<file path="src/design/stom_consts.svh">
/*
 Timing, code and setting constants for the safe torque off monitor.
 Assumes a 200 MHz core clock and inclusion by bare name.
*/
// Summary of operation
// - Both channels closed, no latched fault: drive enabled after a start command, no fault code.
// - Both channels open together: torque off, show code_sto_active.
// - Channel A opens alone: torque off, motor coasts, show code_channel_a_fault.
// - Channel B opens alone: torque off, motor coasts, show code_channel_b_fault.
// - Both channels judged abnormal: show distinct code_dual_channel_fault.
// - Drive output switched off less than 10 ms after trigger.
// - Channel fault indication shown less than 280 ms after trigger.
// - Both-open indication shown less than 100 ms after trigger.
// - Latched channel fault blocks start commands even with channels closed.
// - Channel faults clear only by power cycle, not fault reset.
// - code_sto_active clears by stop reset key, manual or automatic setting.
// - Reset and start while channels open keep torque off.
// - Torque-off state with fault code reached within 20 ms.
// - Safe torque off overrides every command and mode.
`ifndef STOM_CONSTS_SVH
`define STOM_CONSTS_SVH

`define STOM_CLK_MHZ       200
`define STOM_FILT_US       1000
`define STOM_DISC_US       15000
`define STOM_TRIG_MAX_US   10000
`define STOM_IND_CH_US     280000
`define STOM_IND_STO_US    100000
`define STOM_RESP_US       20000
`define STOM_CNT_W         24

`define STOM_CODE_NONE     3'h0
`define STOM_CODE_STO      3'h1
`define STOM_CODE_CH_A     3'h2
`define STOM_CODE_CH_B     3'h3
`define STOM_CODE_DUAL     3'h4

`define STOM_RST_KEY_ONLY  2'h0
`define STOM_RST_MANUAL    2'h1
`define STOM_RST_AUTO      2'h2

`endif

</file>
<file path="src/design/stom_pkg.sv">
/*
 Types of the safe torque off monitor.
 Assumes stom_consts.svh for the numeric values.
*/
package stom_pkg;
   typedef enum logic [2:0]
   {
      ST_RUN   = 3'b000,
      ST_PEND  = 3'b001,
      ST_STO   = 3'b010,
      ST_FLT_A = 3'b011,
      ST_FLT_B = 3'b100,
      ST_FLT_D = 3'b101
   } stom_state_t;
endpackage

</file>
<file path="src/design/stom_monitor.sv">
/*
 Dual-channel safe torque off monitor: filters both channel inputs,
 classifies them, gates the power stage and reports a fault code.
 Assumes channel inputs are asynchronous pins, high when the contact is
 closed, and that rst_i is asserted only at power-up of the equipment.
*/
`timescale 1ns/1ps
`include "stom_consts.svh"

module stom_monitor
   import stom_pkg::*;
#(
   parameter int FILT_CYC = `STOM_FILT_US * `STOM_CLK_MHZ,
   parameter int DISC_CYC = `STOM_DISC_US * `STOM_CLK_MHZ
)
(
   input  wire logic       core_clk_i,
   input  wire logic       rst_i,
   input  wire logic       chan_a_i,
   input  wire logic       chan_b_i,
   input  wire logic       start_cmd_i,
   input  wire logic       stop_cmd_i,
   input  wire logic       stop_reset_key_i,
   input  wire logic       fault_reset_i,
   input  wire logic [1:0] sto_fault_reset_setting_i,
   output logic            drive_enable_o,
   output logic            motor_run_o,
   output logic            torque_off_o,
   output logic [2:0]      fault_code_o
);

   localparam logic [`STOM_CNT_W-1:0] FILT_LAST =
      `STOM_CNT_W'(FILT_CYC - 1);
   localparam logic [`STOM_CNT_W-1:0] DISC_LAST =
      `STOM_CNT_W'(DISC_CYC - 1);

   logic [1:0] pin_raw;
   logic [1:0] closed_f;

   assign pin_raw = {chan_b_i, chan_a_i};

   // Per channel: three-stage synchroniser, then a settle filter
   // Filter restarts on any disagreement, so a short glitch never
   // reaches the classifier; both channels start out as open
   genvar gi;
   generate
      for (gi = 0; gi < 2; gi = gi + 1)
      begin : g_chan
         logic                  s1_r;
         logic                  s2_r;
         logic                  s3_r;
         logic                  filt_r;
         logic                  filt_nxt;
         logic [`STOM_CNT_W-1:0] cnt_r;
         logic [`STOM_CNT_W-1:0] cnt_nxt;

         always_comb
         begin
            filt_nxt = filt_r;
            cnt_nxt  = '0;
            if ((s2_r == s3_r) && (s3_r != filt_r))
            begin
               if (cnt_r == FILT_LAST)
               begin
                  filt_nxt = s3_r;
               end
               else
               begin
                  cnt_nxt = cnt_r + `STOM_CNT_W'(1);
               end
            end
         end

         always_ff @(posedge core_clk_i or posedge rst_i)
         begin
            if (rst_i)
            begin
               s1_r   <= 1'b0;
               s2_r   <= 1'b0;
               s3_r   <= 1'b0;
               filt_r <= 1'b0;
               cnt_r  <= '0;
            end
            else
            begin
               s1_r   <= pin_raw[gi];
               s2_r   <= s1_r;
               s3_r   <= s2_r;
               filt_r <= filt_nxt;
               cnt_r  <= cnt_nxt;
            end
         end

         assign closed_f[gi] = filt_r;
      end
   endgenerate

   logic a_open;
   logic b_open;
   logic both_closed;
   logic both_open;
   logic disagree;

   assign a_open      = ~closed_f[0];
   assign b_open      = ~closed_f[1];
   assign both_closed = closed_f[0] & closed_f[1];
   assign both_open   = a_open & b_open;
   assign disagree    = a_open ^ b_open;

   function automatic logic [2:0] code_of(input stom_state_t st);
      case (st)
         ST_STO   : code_of = `STOM_CODE_STO;
         ST_FLT_A : code_of = `STOM_CODE_CH_A;
         ST_FLT_B : code_of = `STOM_CODE_CH_B;
         ST_FLT_D : code_of = `STOM_CODE_DUAL;
         default  : code_of = `STOM_CODE_NONE;
      endcase
   endfunction

   // Discrepancy timer: how long the channels have disagreed
   // A channel fault is only judged once the timer runs out, which
   // gives the second contact time to follow the first one
   logic [`STOM_CNT_W-1:0] disc_r;
   logic [`STOM_CNT_W-1:0] disc_nxt;
   logic                   disc_done;

   assign disc_done = disagree && (disc_r == DISC_LAST);

   always_comb
   begin
      disc_nxt = '0;
      if (disagree && !disc_done)
      begin
         disc_nxt = disc_r + `STOM_CNT_W'(1);
      end
   end

   always_ff @(posedge core_clk_i or posedge rst_i)
   begin
      if (rst_i)
      begin
         disc_r <= '0;
      end
      else
      begin
         disc_r <= disc_nxt;
      end
   end

   // Classification and latching of safe torque off conditions
   stom_state_t state_r;
   stom_state_t state_nxt;
   logic        sto_clear;

   // Clear cause for the stop code; channel faults ignore it
   always_comb
   begin
      sto_clear = stop_reset_key_i;
      case (sto_fault_reset_setting_i)
         `STOM_RST_MANUAL : sto_clear = stop_reset_key_i | fault_reset_i;
         `STOM_RST_AUTO   : sto_clear = 1'b1;
         default          : sto_clear = stop_reset_key_i;
      endcase
   end

   always_comb
   begin
      state_nxt = state_r;
      case (state_r)
         ST_RUN :
         begin
            if (both_open)
            begin
               state_nxt = ST_STO;
            end
            else if (disagree)
            begin
               state_nxt = ST_PEND;
            end
         end
         ST_PEND :
         begin
            if (both_open)
            begin
               state_nxt = ST_STO;
            end
            else if (both_closed)
            begin
               // Contact reclosed inside the window: goes to stop, needs a reset unless the auto setting is chosen
               state_nxt = ST_STO;
            end
            else if (disc_done)
            begin
               state_nxt = a_open ? ST_FLT_A : ST_FLT_B;
            end
         end
         ST_STO :
         begin
            if (disc_done)
            begin
               state_nxt = a_open ? ST_FLT_A : ST_FLT_B;
            end
            else if (both_closed && sto_clear)
            begin
               state_nxt = ST_RUN;
            end
         end
         ST_FLT_A :
         begin
            if (b_open && !both_open)
            begin
               state_nxt = ST_FLT_D;
            end
         end
         ST_FLT_B :
         begin
            if (a_open && !both_open)
            begin
               state_nxt = ST_FLT_D;
            end
         end
         // Dual fault is terminal until power is cycled
         ST_FLT_D :
         begin
            state_nxt = ST_FLT_D;
         end
         default :
         begin
            state_nxt = ST_STO;
         end
      endcase
   end

   always_ff @(posedge core_clk_i or posedge rst_i)
   begin
      // Power-up comes up in stop so a start needs a clear, deliberate except in the auto setting
      if (rst_i)
      begin
         state_r <= ST_STO;
      end
      else
      begin
         state_r <= state_nxt;
      end
   end

   // Run latch and registered outputs
   // All outputs follow the next state, so torque is cut in the same
   // cycle as the state changes and the code never leads the gate
   // The run latch drops on any stop condition; a fresh start is
   // needed after every clear
   logic       run_r;
   logic       run_nxt;
   logic       drv_nxt;
   logic       toff_nxt;
   logic [2:0] code_nxt;
   logic       drv_r;
   logic       toff_r;
   logic [2:0] code_r;

   always_comb
   begin
      run_nxt = run_r;
      if ((state_nxt != ST_RUN) || !both_closed)
      begin
         run_nxt = 1'b0;
      end
      else if (stop_cmd_i)
      begin
         run_nxt = 1'b0;
      end
      else if (start_cmd_i)
      begin
         run_nxt = 1'b1;
      end
      drv_nxt  = run_nxt && (state_nxt == ST_RUN) && both_closed;
      toff_nxt = (state_nxt != ST_RUN) || !both_closed;
      code_nxt = code_of(state_nxt);
   end

   always_ff @(posedge core_clk_i or posedge rst_i)
   begin
      if (rst_i)
      begin
         run_r  <= 1'b0;
         drv_r  <= 1'b0;
         toff_r <= 1'b1;
         code_r <= `STOM_CODE_NONE;
      end
      else
      begin
         run_r  <= run_nxt;
         drv_r  <= drv_nxt;
         toff_r <= toff_nxt;
         code_r <= code_nxt;
      end
   end

   // Straight from the output flip-flops
   assign drive_enable_o = drv_r;
   assign motor_run_o    = run_r;
   assign torque_off_o   = toff_r;
   assign fault_code_o   = code_r;

endmodule // stom_monitor

</file>
<file path="config.mk">
export PLATFORM = sky130hd
export DESIGN_NAME = stom_monitor
export DESIGN_NICKNAME = d
export VERILOG_FILES = /design/src/design/stom_pkg.sv /design/src/design/stom_monitor.sv
export VERILOG_INCLUDE_DIRS = /design/src /design/src/design
export SDC_FILE = /design/constraint.sdc
export NUM_CORES = 1
export LEC_CHECK = 0
export ABC_AREA = 1
export BUFFER_PORTS_ARGS = -buffer_cell sky130_fd_sc_hd__buf_2
export CAP_MARGIN = 10
export CORE_ASPECT_RATIO = 0.5
export CORE_MARGIN = 8
export CORE_UTILIZATION = 60
export DETAILED_ROUTE_END_ITERATION = 8
export PLACE_DENSITY_LB_ADDON = 0.2
export SYNTH_ARGS = -nofsm -noshare
export SYNTH_HDL_FRONTEND = slang
export SYNTH_SLANG_ARGS = --single-unit
</file>
<file path="constraint.sdc">
create_clock -name core_clk_i -period 3.25 [get_ports core_clk_i]
set_input_delay 0.4875 -clock core_clk_i [delete_from_list [all_inputs] [get_ports core_clk_i]]
set_output_delay 0.4875 -clock core_clk_i [all_outputs]
set_load 0.05 [all_outputs]
</file>
==> flow_summary_export.csv <==
group,metric,value,unit
sta,skew,0.00580,ns
detailed_routing,drcViolationCount,0,
detailed_routing,antenna_left,0,
die,die_area,11500,um^2
cts,cts_tree,"done",
sta,setup_tns,0,ns
place,dp_hpwl,7430,um
worst_setup_path,crit_top_cell,"inv_1",
synthesis,synth-compound-area-share,10.2,%
detailed_routing,vias,4072,
final_layout,drive_gt1_share,13.2,%
grt,grt.overflow.total,0,
power,leakagePower,2.35,nW
sta,worst_pin_slew,0.835,ns
sta,rsz0062_at_grt,"false",
grt,track_usage,19.4,%
synthesis,yosys.cell_types.count,37,
detailed_routing,routed_wl,10100,um
synthesis,syn-mean-instance-area,7.94,um^2
synthesis,synthSimpleGateAreaFrac,33.6,%
synthesis,ys_ff_latch,89,
worst_setup_path,crit_family,"buffers and inverters",
job,drv_cap,0,
die,initial_core_util,61.4,%
power,p_per_area,426,nW/um^2
synthesis,netlist.area_leader.share,44.5,%
die,ios,16,
sta,fmax,0.407,GHz
sta,hold_viol,0,
outcome,status,"finished clean",
final_layout,final_core_util,67.9,%
detailed_routing,drtPass1Iterations,4,
final_layout,area_growth_syn_to_layout,10.7,%
cts,clk_path_buf_depth,2,
synthesis,synth_xor_area_share,1.79,%
cts,postCtsSetupBuffers,0,
final_layout,antenna_cells,0,
synthesis,synth_top_family_by_area,"simple AND/OR/NAND/NOR gates",
cts,hold_buffers,0,
synthesis,yosysTopAreaCell,"dfrtp_1",
synthesis,synthAdderAreaFrac,2.30,%
cts,cts_sinks,89,
worst_setup_path,start_kind,"flip-flop",
worst_setup_path,worstPathArrival,2.74,ns
synthesis,syn_inst,616,
synthesis,netlist_area,4890,um^2
sta,max_slew_margin,44.2,%
die,core-area,7970,um^2
sta,setup_viol,0,
detailed_routing,drt_iter0_markers,219,
synthesis,synthMuxAreaShare,0,%
synthesis,ys_top_cells_by_area,"dfrtp_1, nand2_1, nor2_1",
cts,clk_pin_slew,0.06,ns
sta,finalCriticalPeriod,2.46,ns
detailed_routing,wl_per_cell,13.4,um
final_layout,fill_cells,645,
cts,insertion_delay,0.34,ns
hold_path,hold_class,"in -> reg",
cts,cts_resized,0,
synthesis,synth_seq_area_share,45.6,%
place,gp_congestion,0.893,
cts,h-tree-depth,3,
grt,grt_pass1_vias,4028,
grt,antenna_found_initial,0,
die,die_h,79.9,um
grt,grt_pass1_wl,17900,um
power,peakVddDrop,0.280,mV
synthesis,ys_warn_count,0,
worst_setup_path,crit_type,"reg -> reg",
place,io_buffers,15,
sta,finalMaxSlewViolations,0,
sta,post-route-period-util,75.6,%
grt,grt_max_degree,50,
detailed_routing,viasPerCell,5.39,
worst_setup_path,cp_cell_sequence,"inv_1, ha_1, inv_1, nor2_1, inv_1, a21oi_1, o21a_1",
die,die_w,144,um
worst_setup_path,endpoint_kind,"flip-flop",
worst_setup_path,crit_fanout,13,
worst_setup_path,critPathBufInv,3,
die,rows,23,
worst_setup_path,cp.required,3.53,ns
synthesis,syn_nets,635,
cts,cts_root_buffer,"clkbuf_16",
worst_setup_path,slowest_stage,"nor2_1",
worst_setup_path,max_stage_delay,0.59,ns
cts,cts_buffers,9,
final_layout,nets,657,
## through the flow
step	instances	hold slack, ns	cell area, um^2	total power, W	setup slack (ns)
floorplan	616	0.331	4890	0.00119	0.459
global placement	739	0.333	5080	0.00121	0.892
detailed placement	739	0.342	5080	0.00121	0.843
CTS	755	0.243	5420	0.00234	0.800
global route	755	0.237	5420	0.00240	0.464
finish	755	0.253	5420	0.00231	0.792
## sequential cells by signal (all words and copies together), names as in the netlist
name / flops
g_chan.filt_r: 2
g_chan.s2_r: 2
g_chan.s1_r: 2
state_r: 3
g_chan.cnt_r: 48
torque_off_o: 1
motor_run_o: 1
drive_enable_o: 1
g_chan.s3_r: 2
disc_r: 24
fault_code_o: 3
## placed cells by master, fill, tap and decap left out, types with 2 or more instances in the layout
| cell | count |
|---|---|
| ha_1 | 9 |
| and3_1 | 4 |
| o21ai_1 | 5 |
| buf_2 | 15 |
| clkinvlp_4 | 2 |
| nand2_2 | 9 |
| dfrtp_1 | 87 |
| a31oi_1 | 4 |
| nor3_1 | 34 |
| nor3b_2 | 3 |
| nand2_1 | 109 |
| nor3_2 | 4 |
| nor3_4 | 3 |
| clkbuf_16 | 9 |
| o221a_2 | 2 |
| bufinv_16 | 2 |
| nor2_2 | 5 |
| nand2_4 | 3 |
| nand3_2 | 3 |
| inv_1 | 63 |
| nand4_1 | 16 |
| nor2_8 | 2 |
| nor2_4 | 3 |
| dfstp_2 | 2 |
| nor3b_1 | 3 |
| o31ai_1 | 2 |
| nand3_1 | 26 |
| xor2_1 | 10 |
| nor4_1 | 10 |
| nor2_1 | 97 |
| a21oi_1 | 47 |
| o21ai_0 | 24 |
| buf_4 | 2 |
| inv_2 | 12 |
| clkbuf_8 | 2 |
| o21a_1 | 4 |
## kinds of logic after synthesis
kind of cell | Yosys count
XOR/XNOR | 10
buffers and inverters | 82
flip-flops | 89
AO/OA/AOI/OAI | 91
adder cells (fa/ha/maj) | 9
AND/OR/NAND/NOR | 335
## metal layers
layer	track usage, %	vias up	share of wire (%)
met5	0	-	0
met4	6.14	0	1.5
met3	4.77	15	2.7
met2	33.9	44	50
met1	23.2	1918	46
li1	-	2095	-
## power by group
group          internal, W   total, W  switching, W
Clock             0.000715    0.00112      0.000406
Sequential         0.00112    0.00112    0.00000746
Combinational    0.0000158  0.0000622     0.0000464
Total              0.00185    0.00231      0.000460
## final cells by class
type                       count  area (um^2)  area share, %
multi-input combinational    445         2340           43.2
sequential                    89         2230           41.2
inverter                      76          287           5.29
clock buffer                  12          256           4.74
tap                          112          140           2.59
timing repair buffer          17         90.1           1.66
clock inverter                 4         75.1           1.39
## final timing paths
check / startpoint / slack, ns / cells past startpoint / endpoint
max: g_chan[0].filt_r / 0.79 / 7 / disc_r[4]
min: chan_a_i / 0.25 / 1 / g_chan[0].s1_r
max reg2reg: g_chan[0].filt_r / 0.79 / 7 / disc_r[4]
min reg2reg: g_chan[1].s1_r / 0.36 / 0 / g_chan[1].s2_r
max in group asynchronous: rst_i / 2.14 / 3 / torque_off_o
min in group asynchronous: rst_i / 0.28 / 2 / g_chan[1].s1_r
## cell usage after synthesis
| cell type | instances |
|---|---|
| nand3_2 | 3 |
| buf_6 | 1 |
| or2_1 | 1 |
| a21oi_1 | 47 |
| nor3b_2 | 3 |
| o31ai_1 | 2 |
| nand2_4 | 3 |
| nand3_1 | 26 |
| nor2_8 | 2 |
| buf_2 | 4 |
| nand2_2 | 9 |
| o21a_1 | 4 |
| nor2_4 | 3 |
| o21ai_2 | 1 |
| o21bai_1 | 1 |
| a21o_1 | 1 |
| o21ai_1 | 5 |
| nor2_2 | 5 |
| nor3_4 | 3 |
| nor4_1 | 10 |
| nor3_1 | 34 |
| nor3b_1 | 3 |
| dfstp_2 | 2 |
| ha_1 | 9 |
| xor2_1 | 10 |
| nor2_1 | 97 |
| o21ai_0 | 24 |
| buf_4 | 1 |
| nand2_1 | 109 |
| and3_1 | 4 |
| dfrtp_1 | 87 |
| a31oi_1 | 4 |
| inv_2 | 12 |
| o221a_2 | 2 |
| nor3_2 | 4 |
| inv_1 | 64 |
| nand4_1 | 16 |
No activity file was read; power rests on OpenSTA's default activity.
